**src/rtl/fss_defines.svh**
```systemverilog
// constants for the flash sequencer status and setup block
// assumes a 32-bit APB with byte addresses, one register per aligned word
//
// Operation
// - main area engine completion shows in high status bit 6 (0x40)
// - extra area engine completion shows in high status bit 7 (0x80)
// - extra area engine sequencer error sets low status bit 5
// - main area engine sequencer error sets low status bit 4
// - blank check finding data sets low status bit 3
// - internal verify failure sets low status bit 2
// - failed write command sets low status bit 1
// - failed block erase sets low status bit 0
// - setting bit 7 clear: boot swap from extra area, else cluster select
// - setting bit 6 picks temporary boot cluster 0 or 1
// - init control 0x01 resets engine registers, 0x00 leaves them
// - window end monitor bits 10..0 hold last protected block plus one
// - window start monitor bits 9..0 hold first protected block
// - extra area completion clears when its start bit clears
// - main area completion clears when its start bit clears
`ifndef FSS_DEFINES_SVH
`define FSS_DEFINES_SVH

// ****************************************
// register byte offsets
// ****************************************
`define FSS_OFF_STATUS_HIGH   8'h00
`define FSS_OFF_ERROR_LOW     8'h04
`define FSS_OFF_INIT_SETTING  8'h08
`define FSS_OFF_REG_INIT      8'h0C
`define FSS_OFF_SHIELD_START  8'h10
`define FSS_OFF_SHIELD_END    8'h14
`define FSS_OFF_ENGINE_CTRL   8'h18

// ****************************************
// field positions
// ****************************************
`define FSS_BIT_EXTRA_DONE    7
`define FSS_BIT_MAIN_DONE     6
`define FSS_BIT_EXTRA_ERR     5
`define FSS_BIT_MAIN_ERR      4
`define FSS_BIT_BLANK_ERR     3
`define FSS_BIT_VERIFY_ERR    2
`define FSS_BIT_PROG_ERR      1
`define FSS_BIT_ERASE_ERR     0
`define FSS_BIT_SWAP_SRC      7
`define FSS_BIT_TEMP_CLUSTER  6
`define FSS_FREQ_MSB          4
`define FSS_BIT_REG_INIT      0
`define FSS_BIT_MAIN_START    7
`define FSS_BIT_EXTRA_START   6
`define FSS_ERROR_MASK        8'h3F
`define FSS_SETTING_MASK      8'hDF
`define FSS_INIT_MASK         8'h01

// ****************************************
// reset values and limits
// ****************************************
`define FSS_RST_SETTING       8'h00
`define FSS_RST_REG_INIT      8'h00
`define FSS_RST_STATUS        8'h00
`define FSS_FREQ_MIN_MHZ      2
`define FSS_FREQ_MAX_MHZ      40

`endif

```
**src/rtl/fss_pkg.sv**
```systemverilog
// types shared by the flash sequencer status and setup block
// assumes the constants header is included alongside
package fss_pkg;

  // ****************************************
  // bus carriers
  // ****************************************
  typedef struct packed {
    logic        psel;
    logic        penable;
    logic        pwrite;
    logic [7:0]  paddr;
    logic [31:0] pwdata;
  } fss_apb_req_t;

  typedef struct packed {
    logic        pready;
    logic        pslverr;
    logic [31:0] prdata;
  } fss_apb_rsp_t;

  // ****************************************
  // engine event pulses, one cycle each
  // ****************************************
  typedef struct packed {
    logic mainDone;
    logic extraDone;
    logic extraSeqErr;
    logic mainSeqErr;
    logic blankErr;
    logic verifyErr;
    logic progErr;
    logic eraseErr;
  } fss_evt_t;

endpackage

```
**src/rtl/fss_status_setup.sv**
```systemverilog
// status, error and setup registers of the flash sequencer
// assumes engine events and window values arrive on mclk, as pulses
// and levels from the sequencer engines; software uses APB
`timescale 1ns/10ps
`include "fss_defines.svh"

module fss_status_setup #(
  parameter int SHIELD_W = 10
) (
  input  wire logic                  mclk,
  input  wire logic                  rst_n,
  input  wire fss_pkg::fss_apb_req_t apbReq,
  output      fss_pkg::fss_apb_rsp_t apbRsp,
  input  wire fss_pkg::fss_evt_t     engEvt,
  input  wire logic [SHIELD_W-1:0]   shieldFirst,
  input  wire logic [SHIELD_W-1:0]   shieldLast,
  input  wire logic                  shieldUpdate,
  input  wire logic                  extraAreaCluster1,
  output      logic                  mainEngineStart,
  output      logic                  extraEngineStart,
  output      logic                  seqRegInit,
  output      logic                  bootCluster1,
  output      logic [4:0]            cpuFrequencyCode
);
  import fss_pkg::*;

  // ****************************************
  // elaboration checks
  // ****************************************
  // window numbers and their plus-one must fit a 16-bit monitor
  if (SHIELD_W < 1 || SHIELD_W > 15) begin : g_bad_width
    $error("SHIELD_W must lie in 1..15");
  end

  // the decode compares whole bytes, so every offset must be word aligned
  localparam logic [7:0] OFF_OR = `FSS_OFF_STATUS_HIGH | `FSS_OFF_ERROR_LOW
                                | `FSS_OFF_INIT_SETTING | `FSS_OFF_REG_INIT
                                | `FSS_OFF_SHIELD_START | `FSS_OFF_SHIELD_END
                                | `FSS_OFF_ENGINE_CTRL;
  if (OFF_OR[1:0] != 2'b00) begin : g_bad_offset
    $error("register offsets must be word aligned");
  end

  // the frequency field must stay below the reserved bit 5
  if (`FSS_FREQ_MSB != 4) begin : g_bad_freq
    $error("frequency field must end at bit 4");
  end

  // ****************************************
  // helpers
  // ****************************************
  // address match against one register offset
  function automatic logic hitReg(input logic [7:0] addr,
                                  input logic [7:0] off);
    hitReg = (addr == off);
  endfunction

  // one status bit: a set wins over a clear in the same cycle
  function automatic logic nextFlag(input logic cur,
                                    input logic setEv,
                                    input logic clrEv);
    nextFlag = setEv | (cur & ~clrEv);
  endfunction

  // ****************************************
  // state
  // ****************************************
  logic [7:0]          settingQ;
  logic [7:0]          regInitQ;
  logic                mainStartQ;
  logic                extraStartQ;
  logic                mainDoneQ;
  logic                extraDoneQ;
  logic [5:0]          errorQ;
  logic [SHIELD_W-1:0] shieldStartQ;
  logic [SHIELD_W:0]   shieldEndQ;
  logic [31:0]         rdataQ;
  logic                slvErrQ;

  // ****************************************
  // bus decode
  // ****************************************
  logic setupPh;
  logic accessPh;
  logic wrEn;
  logic mapped;
  logic wrCtrl;
  logic [7:0] wByte;

  assign setupPh  = apbReq.psel & ~apbReq.penable;
  assign accessPh = apbReq.psel & apbReq.penable;
  assign wrEn     = accessPh & apbReq.pwrite;
  assign wByte    = apbReq.pwdata[7:0];
  assign wrCtrl   = wrEn & hitReg(apbReq.paddr, `FSS_OFF_ENGINE_CTRL);

  // every map entry is word aligned, anything else errors
  assign mapped = hitReg(apbReq.paddr, `FSS_OFF_STATUS_HIGH)
                | hitReg(apbReq.paddr, `FSS_OFF_ERROR_LOW)
                | hitReg(apbReq.paddr, `FSS_OFF_INIT_SETTING)
                | hitReg(apbReq.paddr, `FSS_OFF_REG_INIT)
                | hitReg(apbReq.paddr, `FSS_OFF_SHIELD_START)
                | hitReg(apbReq.paddr, `FSS_OFF_SHIELD_END)
                | hitReg(apbReq.paddr, `FSS_OFF_ENGINE_CTRL);

  // ****************************************
  // register initialisation control
  // ****************************************
  logic initAct;

  // level control: engine registers stay cleared while it reads 1
  // limitation: engine events in that time are lost, software writes 0 to release
  always_ff @(posedge mclk or negedge rst_n) begin
    if (!rst_n) begin
      regInitQ <= `FSS_RST_REG_INIT;
    end else if (wrEn && hitReg(apbReq.paddr, `FSS_OFF_REG_INIT)) begin
      regInitQ <= wByte & `FSS_INIT_MASK;
    end
  end

  assign initAct = regInitQ[`FSS_BIT_REG_INIT];

  // ****************************************
  // engine start bits
  // ****************************************
  // the start bits live here so that clearing them can end a run
  always_ff @(posedge mclk or negedge rst_n) begin
    if (!rst_n) begin
      mainStartQ  <= 1'b0;
      extraStartQ <= 1'b0;
    end else if (initAct) begin
      mainStartQ  <= 1'b0;
      extraStartQ <= 1'b0;
    end else if (wrCtrl) begin
      mainStartQ  <= wByte[`FSS_BIT_MAIN_START];
      extraStartQ <= wByte[`FSS_BIT_EXTRA_START];
    end
  end

  // start edges clear the old errors of that engine
  logic mainLaunch;
  logic extraLaunch;
  logic mainStop;
  logic extraStop;

  assign mainLaunch  = wrCtrl & wByte[`FSS_BIT_MAIN_START] & ~mainStartQ;
  assign extraLaunch = wrCtrl & wByte[`FSS_BIT_EXTRA_START] & ~extraStartQ;
  assign mainStop    = wrCtrl & ~wByte[`FSS_BIT_MAIN_START];
  assign extraStop   = wrCtrl & ~wByte[`FSS_BIT_EXTRA_START];

  // ****************************************
  // completion flags
  // ****************************************
  // a done pulse in the cycle of a clearing control write is kept, not lost
  // done sets on the engine pulse alone, whatever the start bit holds
  always_ff @(posedge mclk or negedge rst_n) begin
    if (!rst_n) begin
      mainDoneQ  <= 1'b0;
      extraDoneQ <= 1'b0;
    end else if (initAct) begin
      mainDoneQ  <= 1'b0;
      extraDoneQ <= 1'b0;
    end else begin
      mainDoneQ  <= nextFlag(mainDoneQ, engEvt.mainDone, mainStop);
      extraDoneQ <= nextFlag(extraDoneQ, engEvt.extraDone, extraStop);
    end
  end

  // ****************************************
  // error flags
  // ****************************************
  logic [5:0] errSet;
  logic [5:0] errClr;

  // bit order follows the low status byte
  always_comb begin
    errSet = '0;
    errSet[`FSS_BIT_EXTRA_ERR]  = engEvt.extraSeqErr;
    errSet[`FSS_BIT_MAIN_ERR]   = engEvt.mainSeqErr;
    errSet[`FSS_BIT_BLANK_ERR]  = engEvt.blankErr;
    errSet[`FSS_BIT_VERIFY_ERR] = engEvt.verifyErr;
    errSet[`FSS_BIT_PROG_ERR]   = engEvt.progErr;
    errSet[`FSS_BIT_ERASE_ERR]  = engEvt.eraseErr;
  end

  // extra engine owns its error bit, main engine the rest
  // so a launch of one engine never wipes the other engine's report
  always_comb begin
    errClr = {6{mainLaunch}};
    errClr[`FSS_BIT_EXTRA_ERR] = extraLaunch;
  end

  // flags are cleared only by an engine launch or register init, never by a write to the error register
  always_ff @(posedge mclk or negedge rst_n) begin
    if (!rst_n) begin
      errorQ <= '0;
    end else if (initAct) begin
      errorQ <= '0;
    end else begin
      errorQ <= errSet | (errorQ & ~errClr);
    end
  end

  // ****************************************
  // initial setting register
  // ****************************************
  // bit 5 is reserved and reads zero
  always_ff @(posedge mclk or negedge rst_n) begin
    if (!rst_n) begin
      settingQ <= `FSS_RST_SETTING;
    end else if (wrEn && hitReg(apbReq.paddr, `FSS_OFF_INIT_SETTING)) begin
      settingQ <= wByte & `FSS_SETTING_MASK;
    end
  end

  // boot area: extra area choice unless the temporary mode is set
  always_ff @(posedge mclk or negedge rst_n) begin
    if (!rst_n) begin
      bootCluster1 <= 1'b0;
    end else if (settingQ[`FSS_BIT_SWAP_SRC]) begin
      bootCluster1 <= settingQ[`FSS_BIT_TEMP_CLUSTER];
    end else begin
      bootCluster1 <= extraAreaCluster1;
    end
  end

  // frequency code passed to the engines as written
  always_ff @(posedge mclk or negedge rst_n) begin
    if (!rst_n) begin
      cpuFrequencyCode <= '0;
    end else begin
      cpuFrequencyCode <= settingQ[`FSS_FREQ_MSB:0];
    end
  end

  // ****************************************
  // shield window monitors
  // ****************************************
  // end monitor is one past the last block, so a wide result is kept
  // a window ending at the top block reads 1024, one bit above the field
  always_ff @(posedge mclk or negedge rst_n) begin
    if (!rst_n) begin
      shieldStartQ <= '0;
      shieldEndQ   <= '0;
    end else if (shieldUpdate) begin
      shieldStartQ <= shieldFirst;
      shieldEndQ   <= {1'b0, shieldLast} + {{SHIELD_W{1'b0}}, 1'b1};
    end
  end

  // ****************************************
  // read mux
  // ****************************************
  logic [31:0] rdMux;

  // unused bits above each register read zero
  always_comb begin
    rdMux = '0;
    if (hitReg(apbReq.paddr, `FSS_OFF_STATUS_HIGH)) begin
      rdMux[`FSS_BIT_EXTRA_DONE] = extraDoneQ;
      rdMux[`FSS_BIT_MAIN_DONE]  = mainDoneQ;
    end else if (hitReg(apbReq.paddr, `FSS_OFF_ERROR_LOW)) begin
      rdMux[5:0] = errorQ;
    end else if (hitReg(apbReq.paddr, `FSS_OFF_INIT_SETTING)) begin
      rdMux[7:0] = settingQ;
    end else if (hitReg(apbReq.paddr, `FSS_OFF_REG_INIT)) begin
      rdMux[7:0] = regInitQ;
    end else if (hitReg(apbReq.paddr, `FSS_OFF_SHIELD_START)) begin
      rdMux[SHIELD_W-1:0] = shieldStartQ;
    end else if (hitReg(apbReq.paddr, `FSS_OFF_SHIELD_END)) begin
      rdMux[SHIELD_W:0] = shieldEndQ;
    end else if (hitReg(apbReq.paddr, `FSS_OFF_ENGINE_CTRL)) begin
      rdMux[`FSS_BIT_MAIN_START]  = mainStartQ;
      rdMux[`FSS_BIT_EXTRA_START] = extraStartQ;
    end
  end

  // ****************************************
  // bus answer
  // ****************************************
  // data sampled in setup so prdata is a flop during the access phase;
  // a write in that access phase shows only on the next read
  always_ff @(posedge mclk or negedge rst_n) begin
    if (!rst_n) begin
      rdataQ  <= '0;
      slvErrQ <= 1'b0;
    end else if (setupPh) begin
      rdataQ  <= apbReq.pwrite ? 32'h0000_0000 : rdMux;
      slvErrQ <= ~mapped;
    end
  end

  // zero wait states: every access ends in its first access cycle
  // writes land only at that access edge, never in the setup cycle
  assign apbRsp.pready  = 1'b1;
  assign apbRsp.pslverr = accessPh & slvErrQ;
  assign apbRsp.prdata  = rdataQ;

  // ****************************************
  // outputs to the engines
  // ****************************************
  // engines see the start bits straight from the flops, no added delay
  assign mainEngineStart  = mainStartQ;
  assign extraEngineStart = extraStartQ;
  assign seqRegInit       = initAct;

endmodule

```
**config.mk**
```make
export PLATFORM = sky130hd
export DESIGN_NAME = fss_status_setup
export DESIGN_NICKNAME = d
export VERILOG_FILES = /design/src/rtl/fss_pkg.sv /design/src/rtl/fss_status_setup.sv
export VERILOG_INCLUDE_DIRS = /design/src /design/src/rtl
export SDC_FILE = /design/constraint.sdc
export NUM_CORES = 1
export LEC_CHECK = 0
export ABC_AREA = 0
export BUFFER_PORTS_ARGS = -buffer_cell sky130_fd_sc_hd__buf_4
export CAP_MARGIN = 20
export CORE_UTILIZATION = 48
export DETAILED_ROUTE_END_ITERATION = 8
export GPL_ROUTABILITY_DRIVEN = 0
export PLACE_DENSITY_LB_ADDON = 0.3
export RECOVER_POWER = 50
export SYNTH_ARGS = -nofsm -noshare
export SYNTH_HDL_FRONTEND = slang
export SYNTH_SLANG_ARGS = --single-unit
```
**constraint.sdc**
```tcl
create_clock -name mclk -period 1.3 [get_ports mclk]
set_clock_uncertainty 0.05 [all_clocks]
set_input_delay 0.065 -clock mclk [delete_from_list [all_inputs] [get_ports mclk]]
set_output_delay 0.065 -clock mclk [all_outputs]
set_load 0.1 [all_outputs]
```
After elaboration in Yosys (flattened, before gate mapping)
Cells that the tools add are included.

Register bits: 78. Input bits: 75. Output and inout port bits: 43. Logic and storage cells: 85.

$add $sub $neg: 1. Equality and inequality tests: 6. Muxes and demuxes: 29. Bitwise gates (word level): 32. Reduce and logical (&&, ||, !) cells: 4.

Operator list (number): 2-to-1 mux 3 bit (9); equality test 8 x 5 -> 1 bit, second input constant (3); 2-to-1 mux 6 bit (4); equality test 8 x 4 -> 1 bit, second input constant (2); 2-to-1 mux 8 bit (2); AND 1 bit (13); adder 10 x 1 -> 11 bit, second input constant (1); 2-to-1 mux 11 bit (1); 2-to-1 mux 10 bit (1); equality test 8 x 3 -> 1 bit, second input constant (1); logical NOT 8 bit (1); 2-to-1 mux 1 bit (8); NOT 1 bit (8); OR 1 bit (8); AND 6 bit (1); 2-to-1 mux 2 bit (3); NOT 6 bit (1); OR 6 bit (1); 2-to-1 mux 5 bit (1); logical AND 1 bit (2); nonzero test 2 bit (1).

Longest topological paths before layout
Gate-level depths: netlist of the first run.

Depth after elaboration: 13. Depth in mapped cells: 6. Depth with buffers taken out: 5.

Least setup slack after synthesis of the first run
No wires, ideal clock.

Kind: register to register. From: reg mainStartQ, in the netlist mainEngineStart. To: reg errorQ[0]. Setup time: 0.132 ns. Arrival time: 1.521 ns. Required time: 1.118 ns. Setup slack: -0.403 ns. Stages on the path, launching flop included: 5. Path buffers: 0. Period minus slack after synthesis: 1.703 ns. Cell sequence: dfrtp_1 > nor4bb_1 > nand4_1 > a21oi_1 > nor2_1.

Cells in the longest elaborated chain, start to end: 6.

Ends and longest elaborated chain: from (decl) (RTL line fss_status_setup.sv:70) `logic mainStartQ;`; from (signal assigned) (RTL line fss_status_setup.sv:134) `` mainStartQ <= wByte[`FSS_BIT_MAIN_START]; ``; NOT 1 bit (RTL line fss_status_setup.sv:145) `` assign mainLaunch = wrCtrl & wByte[`FSS_BIT_MAIN_START] & ~mainStartQ; ``; AND 1 bit (RTL line fss_status_setup.sv:145); NOT 6 bit (RTL line fss_status_setup.sv:199) `errorQ <= errSet | (errorQ & ~errClr);`; AND 6 bit (RTL line fss_status_setup.sv:199); OR 6 bit (RTL line fss_status_setup.sv:199); 2-to-1 mux 6 bit (RTL line fss_status_setup.sv:196) `end else if (initAct) begin`; to (signal assigned) (RTL line fss_status_setup.sv:199); to (decl) (RTL line fss_status_setup.sv:74) `logic [5:0] errorQ;`.

Every way passes these cells. A chain may end at the register's enable or synchronous reset.

Worst setup path in the final report of the first run
From: reg mainStartQ, in the netlist mainEngineStart. To: reg errorQ[1].

The elaborated chain is that of the path after synthesis.

==> flow_summary_export.csv, run 1 <==
group,metric,value,unit
worst_setup_path,worstPathRequired,1.48,ns
routing,wl_per_cell,14.9,um
sta,layout_setup_ws,-0.127,ns
routing,drt_iter0_markers,146,
worst_setup_path,crit_slowest_cell,"dfrtp_4",
sta,maxSlewHeadroom,44.7,%
cells_and_area,fillCellCount,424,
cells_and_area,regArea,1430,um2
worst_hold_path,hp-start,"shieldLast[7]",
clocking,clock_latency,0.35,ns
power,p_switching,1340,uW
global_routing,grt_pass1_wl,10.7,mm
yosys,yosysSeqAreaShare,49.8,%
yosys,ys_warn_count,0,
yosys,synth-edff-count,0,
routing,wl,6.85,mm
cells_and_area,area_growth,41.5,%
routing,drc_errors,0,
placement,dp_hpwl,4.77,mm
cells_and_area,multiInputGateArea,1320,um2
clocking,cts_made_buffers,9,
power,peakVddDrop,0.000724,V
yosys,ys_ff_latch,57,
clocking,cts_sinks,57,
worst_setup_path,rr_worst_depth,4,
clocking,root_buffer,"clkbuf_8",
clocking,cts_tree,"done",
worst_setup_path,max_stage_delay,0.48,ns
cells_and_area,finalNetCount,457,
die,coreArea,5640,um2
sta,whs,-0.00195,ns
global_routing,grt_usage,23.1,%
die,rows,27,
power,pwr-share-comb,20.6,%
die,ios,118,
routing,via_per_inst,5.18,
die,dieWidth,79.2,um
cells_and_area,final_util,71.9,%
sta,timing.final.hold_violations,1,
cells_and_area,drive_gt1_share,37.6,%
global_routing,grt_pass1_vias,2186,
worst_setup_path,path_delay_family,"simple AND/OR/NAND/NOR gates",
worst_hold_path,hold_class,"in -> reg",
clocking,cts_htree_levels,3,
routing,vias,2371,
yosys,syn_area_per_cell,11.1,um2
global_routing,gr-total-overflow,0,
outcome,violations,"hold timing, setup timing",
cells_and_area,stdcell_count,458,
worst_setup_path,cp_cell_sequence,"nor4bb_4, nand4_1, a21oi_1, nor2_1",
yosys,synthArstFlopShare,100,%
outcome,outcome,"finished, violations left",
worst_setup_path,r2r_slack,-0.13,ns
worst_setup_path,path_class,"reg -> reg",
routing,first_pass_iters,4,
worst_hold_path,worstHoldEndpoint,"shieldEndQ[7]$_DFFE_PN0P_",
die,die_area,6280,um2
clocking,path_clk_slew,0.06,ns
die,die_y,79.2,um
routing,ant_nets,0,
sta,report.final.slew_viol_count,0,
worst_setup_path,critPathBufInv,0,
worst_setup_path,rr_endpoint,"errorQ[1]$_DFF_PN0_",
cells_and_area,antenna_cells,0,
power,pwr_density_cell,1090,nW/um2
clocking,clock_path_buffers,2,
sta,fmax,701,MHz
sta,rsz0062_at_grt,"true",
placement,io_buffers,70,
power,clockPowerShare,36.1,%
cells_and_area,layout.cells.most_common_list,"buf_4 (85), dfrtp_1 (53), dlygate4sd3_1 (31), nor2_1 (23), conb_1 (22)",
cells_and_area,final_area,4050,um2
die,initial_core_util,50.8,%
yosys,ys_types,49,
power,internal_power,3070,uW
sta,worstMarginPinSlew,0.830,ns
worst_setup_path,cp_max_fo,5,
sta,layout_worst_path_cycle_share,110,%
global_routing,grt_max_degree,35,
job,cap_violations,0,
yosys,postSynthCellCount,258,
placement,placed_cells,410,
sta,fin_tns_setup,-0.617,ns
yosys,synth.cell_area,2860,um2
power,sw_frac_of_total,30.3,%
sta,period_minus_slack,1.43,ns
power,p_leak,0.00190,uW
worst_setup_path,start_kind,"flop",
placement,dpl_cell_area,3500,um2
worst_setup_path,cp.arrival,1.61,ns
worst_setup_path,endpoint_kind,"flop",
worst_setup_path,r2r-start,"mainEngineStart$_DFFE_PN0P_",
power,seqPwrFrac,43.3,%
worst_hold_path,hold_depth,3,
cells_and_area,final_common_cell,"buf_4",
sta,setup_viol,5,
global_routing,antenna_found_initial,0,
yosys,ys.flop_type,"dfrtp_1",
==> metrics by stage <==
step / power [uW] / hold WS (ns) / setup slack [ns]
final: 4410 / -0.00195 / -0.127
after global routing: 4570 / 0.0279 / -0.241
after CTS: 4410 / 0.00107 / -0.102
after detailed placement: 2760 / -0.0136 / -0.129
after global placement: 2740 / -0.0204 / -0.117
after floorplan: 2530 / -0.281 / -0.184
==> flip-flops by register name, summed over array words and instances (netlist names) <==
| register | flops |
|---|---|
| rdataQ | 11 |
| extraEngineStart | 1 |
| slvErrQ | 1 |
| errorQ | 6 |
| mainDoneQ | 1 |
| regInitQ | 1 |
| mainEngineStart | 1 |
| shieldStartQ | 10 |
| settingQ | 7 |
| bootCluster1 | 1 |
| extraDoneQ | 1 |
| shieldEndQ | 11 |
| cpuFrequencyCode | 5 |
==> layout make-up <==
class                      count  share of cell area, %
tap                           72                   2.22
inverter                       3                  0.278
timing repair buffer         123                   24.7
clock buffer                  14                   4.51
multi-input combinational    187                   32.7
sequential                    57                   35.4
clock inverter                 2                  0.247
==> cell families (layout without fill, tap and decap cells) <==
| group | count (synthesis) | after routing | synth area share, % |
|---|---|---|---|
| AOI/OAI and AO/OA | 47 | 47 | 11.0 |
| muxes | 31 | 31 | 12.6 |
| xor gates and xnor gates | 8 | 8 | 2.45 |
| other | 2 | 22 | 0.262 |
| adders and majority gates | 1 | 1 | 0.437 |
| DFF | 57 | 57 | 49.8 |
| and+or+nand+nor | 78 | 78 | 15.5 |
| buffers and inverters | 34 | 142 | 7.95 |
==> worst max path at each step <==
| stage | cells past startpoint | from | end |
|---|---|---|---|
| 3_5_place_dp | 7 | apbReq[38] | rdataQ[0]$_DFFE_PN0P_ |
| 5_1_grt | 4 | mainEngineStart$_DFFE_PN0P_ | errorQ[0]$_DFF_PN0_ |
| 4_1_cts | 4 | mainEngineStart$_DFFE_PN0P_ | errorQ[1]$_DFF_PN0_ |
| 2_1_floorplan | 4 | mainEngineStart$_DFFE_PN0P_ | errorQ[0]$_DFF_PN0_ |
| 3_3_place_gp | 6 | apbReq[38] | regInitQ[0]$_DFFE_PN0P_ |
| 6_report | 4 | mainEngineStart$_DFFE_PN0P_ | errorQ[1]$_DFF_PN0_ |
==> routing by layer <==
layer  track usage [%]  wire length, um  up-vias  share of wire [%]
met2              37.2             3340       83                 49
met3              3.10              354       10                5.2
met1              31.1             3050     1148                 45
met5                 0                0        -                  0
li1                  -                -     1130                  -
met4              10.4               98        0                1.4
==> worst register-to-register path, stage by stage, from the launching register on <==
cell and delay [ns]:
dfrtp_4 0.48, nor4bb_4 0.26, nand4_1 0.25, a21oi_1 0.22
nor2_1 0.06
==> repair_timing <==
item | in CTS | in global routing
cloned | 0 | 0
setup endpoints to repair | 8 | 8
resized for setup | 4 | 5
hold buffers | 31 | 0
setup buffers | 0 | 1
endpoints found under the hold margin | 76 | 0
pin swaps | 5 | 0
==> synth_stat cells, types with 2 or more instances <==
library cell | n | area, um2
a21oi_1 | 15 | 75.1
a22o_1 | 4 | 35.0
a22oi_1 | 4 | 30.0
a2bb2oi_1 | 3 | 26.3
a31oi_1 | 2 | 12.5
and3_1 | 3 | 18.8
buf_2 | 2 | 10.0
buf_4 | 22 | 165
buf_6 | 2 | 22.5
clkbuf_1 | 4 | 15.0
conb_1 | 2 | 7.51
dfrtp_1 | 57 | 1430
inv_1 | 3 | 11.3
mux2_2 | 12 | 135
mux2_4 | 7 | 105
mux2i_1 | 11 | 110
nand2_1 | 11 | 41.3
nand2_2 | 3 | 18.8
nand2b_1 | 3 | 18.8
nand3_1 | 7 | 35.0
nand4_1 | 4 | 25.0
nor2_1 | 24 | 90.1
nor2b_1 | 2 | 12.5
nor3_1 | 8 | 40.0
nor3b_1 | 2 | 15.0
o21ai_0 | 5 | 25.0
o221ai_1 | 2 | 17.5
o22ai_1 | 4 | 25.0
o31ai_1 | 4 | 30.0
xnor2_1 | 5 | 43.8
xor2_1 | 3 | 26.3
==> power by group through the flow <==
stage                     Clock [uW]  Combinational [uW]  Sequential (uW)
after global routing            1690                 960             1920
after global placement             0                 807             1940
after floorplan                    0                 557             1970
after CTS                       1600                 900             1910
final                           1590                 906             1910
after detailed placement           0                 817             1940
Note: power is estimated with default switching activity, not from simulation.
==> run 2: changes to the inputs <==
--- a/config.mk
+++ b/config.mk
@@ -9,7 +9,7 @@
 export ABC_AREA = 0
 export BUFFER_PORTS_ARGS = -buffer_cell sky130_fd_sc_hd__buf_4
 export CAP_MARGIN = 20
-export CORE_UTILIZATION = 48
+export CORE_UTILIZATION = 40
 export DETAILED_ROUTE_END_ITERATION = 8
 export GPL_ROUTABILITY_DRIVEN = 0
 export PLACE_DENSITY_LB_ADDON = 0.3
==> flow_summary_export.csv, run 2 (same netlist as run 1, synthesis figures left out) <==
group,metric,value,unit
clocking,clock_path_buffers,2,
global_routing,grt_pass1_vias,2437,
placement,dp_hpwl,5.02,mm
routing,wl_per_cell,15.5,um
cells_and_area,final_common_cell,"buf_4",
sta,fin_tns_setup,-0.799,ns
power,peakVddDrop,0.000571,V
cells_and_area,final_area,4120,um2
global_routing,grt_max_degree,35,
worst_setup_path,rr_worst_depth,4,
worst_hold_path,hp-start,"shieldLast[6]",
power,p_leak,0.00191,uW
outcome,outcome,"finished, violations left",
worst_setup_path,r2r-start,"mainEngineStart$_DFFE_PN0P_",
cells_and_area,finalNetCount,459,
clocking,clock_latency,0.34,ns
placement,io_buffers,70,
sta,worstMarginPinSlew,0.845,ns
worst_setup_path,worstPathRequired,1.47,ns
power,pwr_density_cell,1080,nW/um2
worst_setup_path,cp_max_fo,5,
routing,drt_iter0_markers,139,
routing,via_per_inst,4.99,
die,initial_core_util,41.7,%
routing,ant_nets,0,
worst_hold_path,hold_class,"in -> reg",
die,die_y,86.6,um
routing,first_pass_iters,4,
worst_setup_path,cp.arrival,1.64,ns
sta,whs,0.0119,ns
clocking,path_clk_slew,0.06,ns
global_routing,grt_usage,21.3,%
cells_and_area,area_growth,43.9,%
routing,drc_errors,0,
sta,fmax,681,MHz
cells_and_area,layout.cells.most_common_list,"buf_4 (87), dfrtp_1 (53), dlygate4sd3_1 (33), nor2_1 (23), conb_1 (22)",
clocking,cts_made_buffers,9,
sta,period_minus_slack,1.47,ns
cells_and_area,antenna_cells,0,
outcome,violations,"setup timing",
die,die_area,7500,um2
routing,vias,2414,
worst_setup_path,endpoint_kind,"flop",
clocking,cts_htree_levels,3,
sta,maxSlewHeadroom,43.6,%
sta,report.final.slew_viol_count,0,
sta,layout_worst_path_cycle_share,113,%
global_routing,antenna_found_initial,0,
worst_setup_path,r2r_slack,-0.17,ns
die,coreArea,6870,um2
cells_and_area,reg_top3,"rdataQ (11), shieldEndQ (11), shieldStartQ (10)",
die,dieWidth,86.6,um
worst_hold_path,hold_depth,3,
global_routing,gr-total-overflow,0,
placement,dpl_cell_area,3540,um2
sta,timing.final.hold_violations,0,
clocking,root_buffer,"clkbuf_8",
clocking,cts_tree,"done",
die,ios,118,
sta,layout_setup_ws,-0.168,ns
sta,rsz0062_at_grt,"true",
clocking,cts_sinks,57,
sta,setup_viol,6,
global_routing,grt_pass1_wl,11.8,mm
worst_setup_path,path_class,"reg -> reg",
worst_setup_path,rr_endpoint,"errorQ[0]$_DFF_PN0_",
routing,wl,7.48,mm
job,cap_violations,0,
die,rows,30,
cells_and_area,drive_gt1_share,37.1,%
worst_hold_path,worstHoldEndpoint,"shieldEndQ[6]$_DFFE_PN0P_",
worst_setup_path,start_kind,"flop",
cells_and_area,fillCellCount,597,
-- run 2: cell types whose count changed in the layout (fill, tap and decap cells not counted), moves of 2 or more --
cell	change
buf_4	+2
buf_6	-2
clkbuf_1	+3
clkbuf_4	-2
clkbuf_8	-3
dlygate4sd3_1	+2
-- run 2: per-layer routing --
metal  up-vias  track usage, %  share of wire (%)
met4         0            10.5                2.9
met1      1172            25.6                 42
li1       1129               -                  -
met3        18            5.90                5.6
met2        95            35.3                 49
met5         -               0                  0
-- run 2: worst max path at each step --
stage / slack, ns / to / from
floorplan: -0.18 / errorQ[0]$_DFF_PN0_ / mainEngineStart$_DFFE_PN0P_
global placement: -0.13 / regInitQ[0]$_DFFE_PN0P_ / apbReq[38]
detailed placement: -0.14 / rdataQ[0]$_DFFE_PN0P_ / apbReq[38]
CTS: -0.14 / errorQ[4]$_DFF_PN0_ / mainEngineStart$_DFFE_PN0P_
global route: -0.26 / errorQ[4]$_DFF_PN0_ / mainEngineStart$_DFFE_PN0P_
finish: -0.17 / errorQ[0]$_DFF_PN0_ / mainEngineStart$_DFFE_PN0P_
-- run 2: power by group --
group	leakage, uW	switching [uW]	internal, uW
combinational	0.00112	597	325
clock	0.0000974	692	933
sequential	0.000693	51.9	1860
total	0.00191	1340	3120
-- run 2: what timing repair did --
action,CTS,global route
endpoints found under the hold margin,68,0
resized for setup,4,9
buffers inserted,0,0
pin swaps,6,4
setup endpoints to repair,7,10
cloned,0,0
hold buffers,33,0
-- run 2: cell type report --
class	count	area, um2	share of cell area [%]
repair buffers	125	1020	24.8
flip-flops and latches	57	1430	34.8
inverters	3	11.3	0.273
well taps	96	120	2.91
clock inverters	3	40.0	0.971
clock buffers	13	149	3.61
multi-input cells	187	1340	32.6
-- run 2: critical path, cell delays in order (launching register included) --
cell      delay (ns)
dfrtp_4         0.49
nor4bb_4        0.27
nand4_1         0.26
a21oi_1         0.23
nor2_1          0.05
-- run 2: per-stage QoR --
step / cells / setup slack (ns) / total power, uW / utilization, %
global route: 484 / -0.256 / 4620 / 60.0
global placement: 435 / -0.125 / 2750 / 51.5
detailed placement: 435 / -0.143 / 2770 / 51.5
CTS: 484 / -0.138 / 4470 / 59.4
floorplan: 278 / -0.184 / 2530 / -
finish: 484 / -0.168 / 4460 / 60.0
